## src/hdl/sic_defines.svh

```systemverilog
// Constants for the serial identifier and second tally register slice
//
// Contract
// - Serial identifier bytes accept writes only while the lock flag is low.
// - Serial identifier bytes live in storage that no reset clears.
// - Identifier byte k carries identifier bits 8k+7 down to 8k, low byte first.
// - Tally high byte holds bits 15..8, counts low-byte carries, software writable.
`ifndef SIC_DEFINES_SVH
`define SIC_DEFINES_SVH

// Register byte offsets on the register port
`define SIC_OFS_TALLY_HI 8'h10
`define SIC_OFS_SERIAL0 8'h11
`define SIC_OFS_SERIAL1 8'h12
`define SIC_OFS_SERIAL2 8'h13
`define SIC_OFS_SERIAL3 8'h14
`define SIC_OFS_SERIAL4 8'h15
`define SIC_OFS_SERIAL5 8'h16

// Storage slot indices; slot 0 is the tally byte, 1..6 the serial bytes
`define SIC_IDX_TALLY 3'h0
`define SIC_IDX_SERIAL0 3'h1
`define SIC_IDX_SERIAL1 3'h2
`define SIC_IDX_SERIAL2 3'h3
`define SIC_IDX_SERIAL3 3'h4
`define SIC_IDX_SERIAL4 3'h5
`define SIC_IDX_SERIAL5 3'h6
`define SIC_IDX_NONE 3'h7
`define SIC_NUM_SLOTS 7

// Field layout of the storage image
`define SIC_BYTE_W 8
`define SIC_IMAGE_W 56
`define SIC_ID_LSB 8
`define SIC_ID_MSB 55
`define SIC_TALLY_LSB 0
`define SIC_TALLY_MSB 7

// Values
`define SIC_RDATA_RST 8'h00
`define SIC_UNMAPPED_DATA 8'h00
`define SIC_TALLY_STEP 8'h01

`endif

```

## src/hdl/sic_pkg.sv

```systemverilog
// Types shared by the serial identifier register slice
package sic_pkg;

    typedef logic [7:0] sic_byte_t;
    typedef logic [2:0] sic_idx_t;
    typedef logic [55:0] sic_image_t;

    // Whole register-port state of the top module
    typedef struct packed {
        sic_byte_t rdata;
        logic ack;
        logic ignored;
    } sic_state_t;

endpackage : sic_pkg

```

## src/hdl/sic_store_if.sv

```systemverilog
// Interface between the register front end and the byte store
`timescale 1ns/1ps
interface sic_store_if;
    logic wr_en;
    sic_pkg::sic_idx_t wr_idx;
    sic_pkg::sic_byte_t wr_data;
    logic inc;
    sic_pkg::sic_image_t image;

    modport front (
        output wr_en,
        output wr_idx,
        output wr_data,
        output inc,
        input image
    );

    modport store (
        input wr_en,
        input wr_idx,
        input wr_data,
        input inc,
        output image
    );
endinterface : sic_store_if

```

## src/hdl/sic_nv_store.sv

```systemverilog
// Persistent byte store for the tally high byte and serial identifier bytes
`timescale 1ns/1ps
`include "sic_defines.svh"
module sic_nv_store (
    input wire logic ref_clk,
    sic_store_if.store sif
);

    // No reset on purpose: contents must outlive any reset or power loss
    logic [`SIC_BYTE_W-1:0] mem [0:`SIC_NUM_SLOTS-1];

    // Carry steps tally byte
    // A software write to the tally byte wins over a carry in the same cycle
    always_ff @(posedge ref_clk) begin
        for (int i = 0; i < `SIC_NUM_SLOTS; i++) begin
            if (sif.wr_en && (sif.wr_idx == 3'(i))) begin
                mem[i] <= sif.wr_data;
            end else if (sif.inc && (3'(i) == `SIC_IDX_TALLY)) begin
                mem[i] <= mem[i] + `SIC_TALLY_STEP;
            end
        end
    end

    genvar g;
    generate
        for (g = 0; g < `SIC_NUM_SLOTS; g++) begin : g_image
            assign sif.image[g*`SIC_BYTE_W +: `SIC_BYTE_W] = mem[g];
        end
    endgenerate

endmodule : sic_nv_store

```

## src/hdl/sic_regs.sv

```systemverilog
// Register slice: serial identifier bytes 0..5 and second tally high byte
`timescale 1ns/1ps
`include "sic_defines.svh"
module sic_regs (
    input wire logic ref_clk,
    input wire logic sys_rst,
    input wire logic [7:0] reg_addr,
    input wire logic [7:0] reg_wdata,
    input wire logic reg_wr,
    input wire logic reg_rd,
    output logic [7:0] reg_rdata,
    output logic reg_ack,
    input wire logic serial_lock_flag,
    input wire logic tally_low_carry,
    output logic [47:0] identifier_bit,
    output logic [7:0] second_tally_high,
    output logic write_ignored
);

    sic_store_if sif ();

    sic_pkg::sic_state_t state_r;
    sic_pkg::sic_state_t state_nxt;
    sic_pkg::sic_idx_t sel_idx;
    logic sel_serial;

    // Map a byte offset onto a storage slot; NONE for unmapped offsets
    function automatic sic_pkg::sic_idx_t sic_decode(input logic [7:0] addr);
        sic_pkg::sic_idx_t idx;
        idx = `SIC_IDX_NONE;
        case (addr)
            `SIC_OFS_TALLY_HI: idx = `SIC_IDX_TALLY;
            `SIC_OFS_SERIAL0: idx = `SIC_IDX_SERIAL0;
            `SIC_OFS_SERIAL1: idx = `SIC_IDX_SERIAL1;
            `SIC_OFS_SERIAL2: idx = `SIC_IDX_SERIAL2;
            `SIC_OFS_SERIAL3: idx = `SIC_IDX_SERIAL3;
            `SIC_OFS_SERIAL4: idx = `SIC_IDX_SERIAL4;
            `SIC_OFS_SERIAL5: idx = `SIC_IDX_SERIAL5;
            default: idx = `SIC_IDX_NONE;
        endcase
        return idx;
    endfunction : sic_decode

    // Pick one byte out of the storage image; unmapped reads return a fixed value
    function automatic sic_pkg::sic_byte_t sic_pick(input sic_pkg::sic_image_t img,
                                                    input sic_pkg::sic_idx_t idx);
        sic_pkg::sic_byte_t b;
        b = `SIC_UNMAPPED_DATA;
        if (idx != `SIC_IDX_NONE) begin
            b = img[idx*`SIC_BYTE_W +: `SIC_BYTE_W];
        end
        return b;
    endfunction : sic_pick

    // Address decode shared by read and write paths
    assign sel_idx = sic_decode(reg_addr);
    assign sel_serial = (sel_idx != `SIC_IDX_NONE) && (sel_idx != `SIC_IDX_TALLY);

    // Write path into the store
    // Lock gates serial writes
    // The lock never gates the tally byte, only the identifier slots
    // No store write while in reset: such a write would never be acked
    assign sif.wr_en = reg_wr && !sys_rst && (sel_idx != `SIC_IDX_NONE)
                       && !(sel_serial && serial_lock_flag);
    assign sif.wr_idx = sel_idx;
    assign sif.wr_data = reg_wdata;

    // Low byte carry steps high byte
    assign sif.inc = tally_low_carry;

    // Front-end next state: every access outside reset is answered one cycle later
    always_comb begin
        state_nxt = state_r;
        state_nxt.ack = reg_wr || reg_rd;
        state_nxt.ignored = 1'b0;
        // Read returns the value held before any write in the same cycle
        if (reg_rd) begin
            state_nxt.rdata = sic_pick(sif.image, sel_idx);
        end
        if (reg_wr && sel_serial && serial_lock_flag) begin
            state_nxt.ignored = 1'b1;
        end
    end

    // State register
    always_ff @(posedge ref_clk or posedge sys_rst) begin
        if (sys_rst) begin
            state_r <= '{rdata: `SIC_RDATA_RST, ack: 1'b0, ignored: 1'b0};
        end else begin
            state_r <= state_nxt;
        end
    end

    sic_nv_store u_store (
        .ref_clk(ref_clk),
        .sif(sif.store)
    );

    // Outputs
    assign reg_rdata = state_r.rdata;
    assign reg_ack = state_r.ack;
    assign write_ignored = state_r.ignored; // Status only; the bus sees a normal ack
    assign identifier_bit = sif.image[`SIC_ID_MSB:`SIC_ID_LSB];
    assign second_tally_high = sif.image[`SIC_TALLY_MSB:`SIC_TALLY_LSB];

endmodule : sic_regs

```

## config.mk

```make
export PLATFORM = sky130hd
export DESIGN_NAME = sic_regs
export DESIGN_NICKNAME = d
export VERILOG_FILES = /design/src/hdl/sic_pkg.sv /design/src/hdl/sic_store_if.sv /design/src/hdl/sic_nv_store.sv /design/src/hdl/sic_regs.sv
export VERILOG_INCLUDE_DIRS = /design/src /design/src/hdl
export SDC_FILE = /design/constraint.sdc
export NUM_CORES = 1
export LEC_CHECK = 0
export BUFFER_PORTS_ARGS = -buffer_cell sky130_fd_sc_hd__buf_4
export CAP_MARGIN = 20
export CORE_UTILIZATION = 43
export DETAILED_ROUTE_END_ITERATION = 10
export PLACE_DENSITY = 0.7
export SKIP_CTS_REPAIR_TIMING = 1
export SYNTH_ARGS = -nofsm -noshare
export SYNTH_HDL_FRONTEND = slang
export SYNTH_SLANG_ARGS = --single-unit
export TNS_END_PERCENT = 100
```

## constraint.sdc

```tcl
create_clock -name ref_clk -period 1.32 [get_ports ref_clk]
set_input_delay 0.066 -clock ref_clk [delete_from_list [all_inputs] [get_ports ref_clk]]
set_output_delay 0.066 -clock ref_clk [all_outputs]
set_load 0.005 [all_outputs]
```

==> results of run 1 <==
kinds of logic (layout without fill, tap and decap cells):
kind of cell	after synthesis	after routing	synth area share (%)
buf+inv	17	174	2.87
simple gates	60	60	10.4
flops	66	66	67.0
compound gates	27	27	7.60
xor+xnor	6	6	1.82
mux	17	17	9.81
fa+ha+maj	1	1	0.434
cell usage after synthesis, types with 2 or more instances:
master / instances / area share (%)
nand2_1: 17 / 2.2
nor4_1: 2 / 0.43
nor2_1: 16 / 2.1
mux4_1: 3 / 2.7
o211a_1: 6 / 2.1
mux2i_1: 8 / 2.8
nand3_1: 7 / 1.2
nand2b_1: 3 / 0.65
edfxtp_1: 56 / 58
o21ai_0: 9 / 1.6
clkbuf_1: 4 / 0.52
xnor2_1: 2 / 0.61
o32ai_1: 7 / 2.1
nor2b_1: 4 / 0.87
buf_6: 2 / 0.78
inv_1: 8 / 1.0
dfrtp_1: 10 / 8.7
buf_2: 3 / 0.52
mux4_2: 5 / 3.9
xor2_1: 4 / 1.2
nor3_1: 2 / 0.35
report_power, final:
| part | switching, uW | internal, uW | total (uW) |
|---|---|---|---|
| Clock | 793 | 1060 | 1850 |
| Sequential | 27.2 | 2290 | 2320 |
| Combinational | 232 | 293 | 525 |
| Total | 1050 | 3650 | 4700 |
per-layer routing:
metal	share of wire, %	vias up	GRT usage [%]
met5	0	-	0
met4	0.87	0	7.21
met3	6.4	7	5.44
met2	49	94	36.0
met1	44	1134	32.1
li1	-	1051	-
placed cells by master (no fill, tap or decap), drive strengths merged, types with 2 or more instances in the layout:
master         n
buf          140
edfxtp        56
nand2         17
nor2          16
dlygate4sd3   10
dfrtp         10
clkbuf         9
o21ai          9
mux2i          8
mux4           8
inv            8
o32ai          7
nand3          7
o211a          6
xor2           4
nor2b          4
nand2b         3
clkinv         3
or4b           2
xnor2          2
clkinvlp       2
bufinv         2
nor4           2
nor3           2
final timing paths:
path / endpoint / depth (start not counted) / startpoint
worst min register to register: reg_rdata[4] / 2 / reg_rdata[4]
max in group asynchronous: reg_rdata[1] / 4 / sys_rst
worst max register to register: reg_rdata[2] / 3 / u_store.mem[0][2]
worst min-delay path: reg_rdata[4] / 2 / reg_rd
min in group asynchronous: reg_rdata[2] / 4 / sys_rst
worst max-delay path: reg_rdata[2] / 3 / u_store.mem[0][2]
flip-flops by register name, indices dropped and copies added, names as in the netlist:
name / cells
u_store.mem: 56
reg_rdata: 8
reg_ack: 1
write_ignored: 1
through the flow:
stage | setup TNS [ps] | cell area, sq um | total power, uW | hold slack, ps | setup WS, ps
2_1_floorplan | -6640 | 2960 | 2560 | -93.8 | -244
3_3_place_gp | -18610 | 4000 | 2810 | 217 | -322
3_5_place_dp | -18970 | 4000 | 2810 | 223 | -353
4_1_cts | -246 | 4220 | 4640 | -147 | -130
5_1_grt | -441 | 4450 | 4850 | 27.2 | -110
6_report | -115 | 4450 | 4700 | 29.0 | -87.4
area by class of cell:
cell class | count | area, sq um | share of cell area, %
clock buffer | 9 | 124 | 2.78
clock inverter | 7 | 93.8 | 2.11
inverter | 8 | 30.0 | 0.674
multi-input combinational | 111 | 962 | 21.6
sequential | 66 | 1930 | 43.4
tap | 77 | 96.3 | 2.16
timing repair buffer | 150 | 1210 | 27.3
==> metrics.md, run 1 <==
| Metric | Value |
|---|---|
| First-pass GRT wire length | roughly 12000 um |
| Core area | 0.00642 sq mm |
| Final wirelength | roughly 7900 um |
| Slowest CP cell | mux4_2 |
| Fin crit share | 107% |
| Remaining global-route overflow | 0 |
| Final Hold Viols | 0 |
| Ratio of cells with drive above 1 in the final layout | 53.0% |
| Asr flop ratio synth | ~15% |
| Hpwl dp | 5500 um |
| Tot GR Track Use | between 20% and 30% |
| Maximum number of pins on one net before global-route repair | 24 |
| Main synth FF type | edfxtp_1 |
| Crit path buf inv count | 0 |
| Unrepaired setup endpoints after global routing | true |
| CTS buffer count | 9 |
| Layout area overhead | 54.5% |
| Clk pin slew, worst setup/hold paths | about 80 ps |
| Die height | 83.9 um |
| Violated checks | DRC, setup timing |
| Fillers | approximately 450 |
| # setup viols final | 4 |
| H-Tree Depth | 3 |
| Register area share after synthesis | around 67% |
| Arrival @ worst endpoint | ~1600 ps |
| Tmin final | between 1000 and 1500 ps |
| Worst path required time | about 1500 ps |
| Worst slew margin | a little over 70% |
| Row cnt | 29 |
| Setup crit end kind | flip-flop |
| Clock buffer depth | 2 |
| Max Clock Skew | around 8.7 ps |
| Worst reg2reg setup slack | -90 ps |
| Initial DRC count | ~150 |
| Setup slack after layout | -87.4 ps |
| Dpl cells | just under 400 |
| DRC | 10 |
| Power per cell area | between 1000 and 1500 mW/mm^2 |
| Max IR drop VDD | about 0.75 mV |
| Post-layout net count | approximately 370 |
| Die width | 83.9 um |
| HP Class | input port to flip-flop |
| Synth Instances | approximately 190 |
| Synth unique cells | 37 |
| Die area | 0.00703 sq mm |
| Synthesized area | slightly below 0.003 sq mm |
| Syn nets | ~220 |
| Post-layout util | a little over two thirds |
| First drt pass iteration count | 7 |
| I/O Pins | just under 90 |
| Port Buf Inserts | a little under 90 |
| DR WL/cell | 18.4 um |
| Max-Cap Viols | 0 |
| Via Count | ~2300 |
| Root Buffer | clkbuf_8 |
| Clock tree from TritonCTS | yes |
| Family with the most delay on the worst path | multiplexers |
| Synthesized flop and latch total | 66 |
| Fmax | between 700 and 800 MHz |
| Syn. warnings | 0 |
| Run status | complete, but fails checks |
| CP cell instances | mux4_2, a41oi_2, o21ai_1 |
| Max-slew violations | 0 |
| Avg Inst Size Synth | approximately 15 sq um |
| Initial antenna violation count | 0 |
| P_leak | 0.00183 uW |
| Non-Filler Instances | approximately 430 |
| Clk_lat worst skew | approximately 340 ps |
| Initial Utilization | 44.9% |
| Critical path class | flip-flop to flip-flop |
| Slew @ Worst Pin | 415 ps |
| Vias per inst | 5.34 |
| CTS Sinks | 66 |
| Vias in the first global route | about 2200 |
| Worst Setup Start Kind | flip-flop |
| Gp weighted congestion | between 0.8 and 0.9 |
| Antenna diodes | 0 |
| Post-synth EDFFs | 56 |
| Post-route ant nets | 0 |
| Crit-path max cell delay | between 500 and 600 ps |
| CP max FO | 5 |
(Power assumes the default switching activity.)
==> run 2, diff against run 1 <==
Settings changed: MAX_ROUTING_LAYER set to met4, RECOVER_POWER set to 25.
==> metrics.md, run 2 (synthesis results as in run 1) <==
| Metric | Value |
|---|---|
| Clk_lat worst skew | between 300 and 400 ps |
| Max FFs per register | between 50 and 60 |
| Maximum number of pins on one net before global-route repair | 24 |
| Post-Place Worst Slack | -353 ps |
| Run status | complete, but fails checks |
| Final Instance Area | roughly 0.0044 sq mm |
| Slew @ Worst Pin | around 400 ps |
| DR WL/cell | 18.4 um |
| NetSw | 1050 uW |
| Root Buffer | clkbuf_8 |
| Most frequent cells in the layout | 121 x buf_4, 56 x edfxtp_1, 17 x nand2_1, 10 x dlygate4sd3_1, 10 x dfrtp_1 |
| Final Hold Viols | 0 |
| RR Endpoint | reg_rdata[2] |
| Row cnt | 29 |
| Placed cell areas | around 0.004 sq mm |
| Final wirelength | around 7900 um |
| CP endpoint | reg_rdata[2] |
| Remaining global-route overflow | 0 |
| P_leak | about 0.0018 uW |
| Total power | between 4000 and 5000 uW |
| Die height | around 84 um |
| Layout area overhead | 53.2% |
| # setup viols final | 6 |
| Violated checks | DRC, setup timing |
| Die width | between 80 and 90 um |
| Vias in the first global route | roughly 2200 |
| Ratio of cells with drive above 1 in the final layout | between 50 and 60% |
| Most common cell after layout, fill and taps aside | buf_4 |
| DRC | 10 |
| Int Power | ~3600 uW |
| Max-slew violations | 0 |
| Clk pin slew, worst setup/hold paths | ~80 ps |
| Post-route ant nets | 0 |
| Vias per inst | approximately 5.4 |
| First-pass GRT wire length | around 12000 um |
| Gp weighted congestion | roughly 0.85 |
| Die area | about 0.0070 sq mm |
| Setup crit end kind | flip-flop |
| Post-layout net count | about 370 |
| Setup slack after layout | -77.1 ps |
| Origin of the critical flop-to-flop path | u_store.mem[0][2] |
| Unrepaired setup endpoints after global routing | true |
| Max IR drop VDD | roughly 0.75 mV |
| First drt pass iteration count | 7 |
| Setup crit start | u_store.mem[0][2] |
| Worst path required time | between 1500 and 2000 ps |
| Hpwl dp | between 5000 and 6000 um |
| Comb power frac | 10.9% |
| Clock buffer depth | 2 |
| Power per cell area | 1060 mW/mm^2 |
| CTS buffer count | 9 |
| I/O Pins | 88 |
| Proportion of power drawn by the clock network | between 30% and 40% |
| Fmax | ~700 MHz |
| Dpl cells | 392 |
| Core area | between 0.006 and 0.007 sq mm |
| HP Class | input port to flip-flop |
| Largest Register | u_store.mem |
| H-Tree Depth | 3 |
| Sw frac | roughly 22% |
| Initial Utilization | 44.9% |
| CTS Sinks | 66 |
| Arrival @ worst endpoint | 1620 ps |
| Non-Filler Instances | roughly 430 |
| Initial DRC count | between 150 and 200 |
| Antenna diodes | 0 |
| Initial antenna violation count | 0 |
| Critical path class | flip-flop to flip-flop |
| Fillers | approximately 470 |
| Port Buf Inserts | 87 |
| Via Count | roughly 2300 |
| Max-Cap Viols | 0 |
| Worst reg2reg setup slack | -80 ps |
| Worst Setup Start Kind | flip-flop |
| Fin crit share | 106% |
| Sequential Power Share | between 40% and 50% |
| Clock tree from TritonCTS | yes |
| Worst slew margin | 73.6% |
| Tmin final | approximately 1400 ps |
| CP max FO | 5 |
| Tot GR Track Use | 23.7% |
| Worst r2r path cells | 3 |
| Max Clock Skew | 8.90 ps |
## run 2: cell count changes in the layout (fill, tap and decap cells not counted)
| cell | change |
|---|---|
| buf_4 | -9 |
| clkbuf_1 | +8 |
## run 2: layout make-up
| cell class | count | area [sq um] | share of cell area (%) |
|---|---|---|---|
| inverter | 8 | 30.0 | 0.680 |
| timing repair buffer | 149 | 1180 | 26.7 |
| clock inverter | 7 | 93.8 | 2.13 |
| tap | 77 | 96.3 | 2.18 |
| multi-input combinational | 111 | 962 | 21.8 |
| clock buffer | 9 | 124 | 2.81 |
| sequential | 66 | 1930 | 43.8 |
## run 2: how the worst min path moves through the flow
stage	startpoint	endpoint	cells past startpoint
after detailed placement	sys_rst	write_ignored	3
after floorplan	sys_rst	reg_ack	1
after global routing	reg_rd	reg_rdata[6]	2
final	reg_rd	reg_rdata[3]	2
after CTS	sys_rst	reg_rdata[4]	3
after global placement	sys_rst	write_ignored	3
## run 2: routing by layer
metal	vias up	GRT usage, %	wire (um)
li1	1048	-	-
met1	1141	31.9	3390
met2	105	36.3	3890
met3	5	6.33	533
met4	0	5.80	55
met5	-	-	0
## run 2: power groups by stage
stage	clock network, uW	logic (uW)	registers, uW
final	1850	509	2320
after global routing	1960	552	2320
after CTS	1870	446	2320
after detailed placement	0	445	2370
after global placement	0	437	2370
after floorplan	0	191	2370
## run 2: through the flow
stage                     util, %  setup TNS [ps]  hold slack (ps)
after detailed placement     62.3          -18970              223
after CTS                    65.7            -246             -147
after floorplan                 -           -6640            -93.8
after global placement       62.3          -18610              217
after global routing         68.8            -384             21.9
final                        68.8            -100             31.1
## run 2: critical path, stage by stage, from the launching register on
cell and delay [ps]:
edfxtp_1 480, mux4_2 520, a41oi_2 200, o21ai_1 90
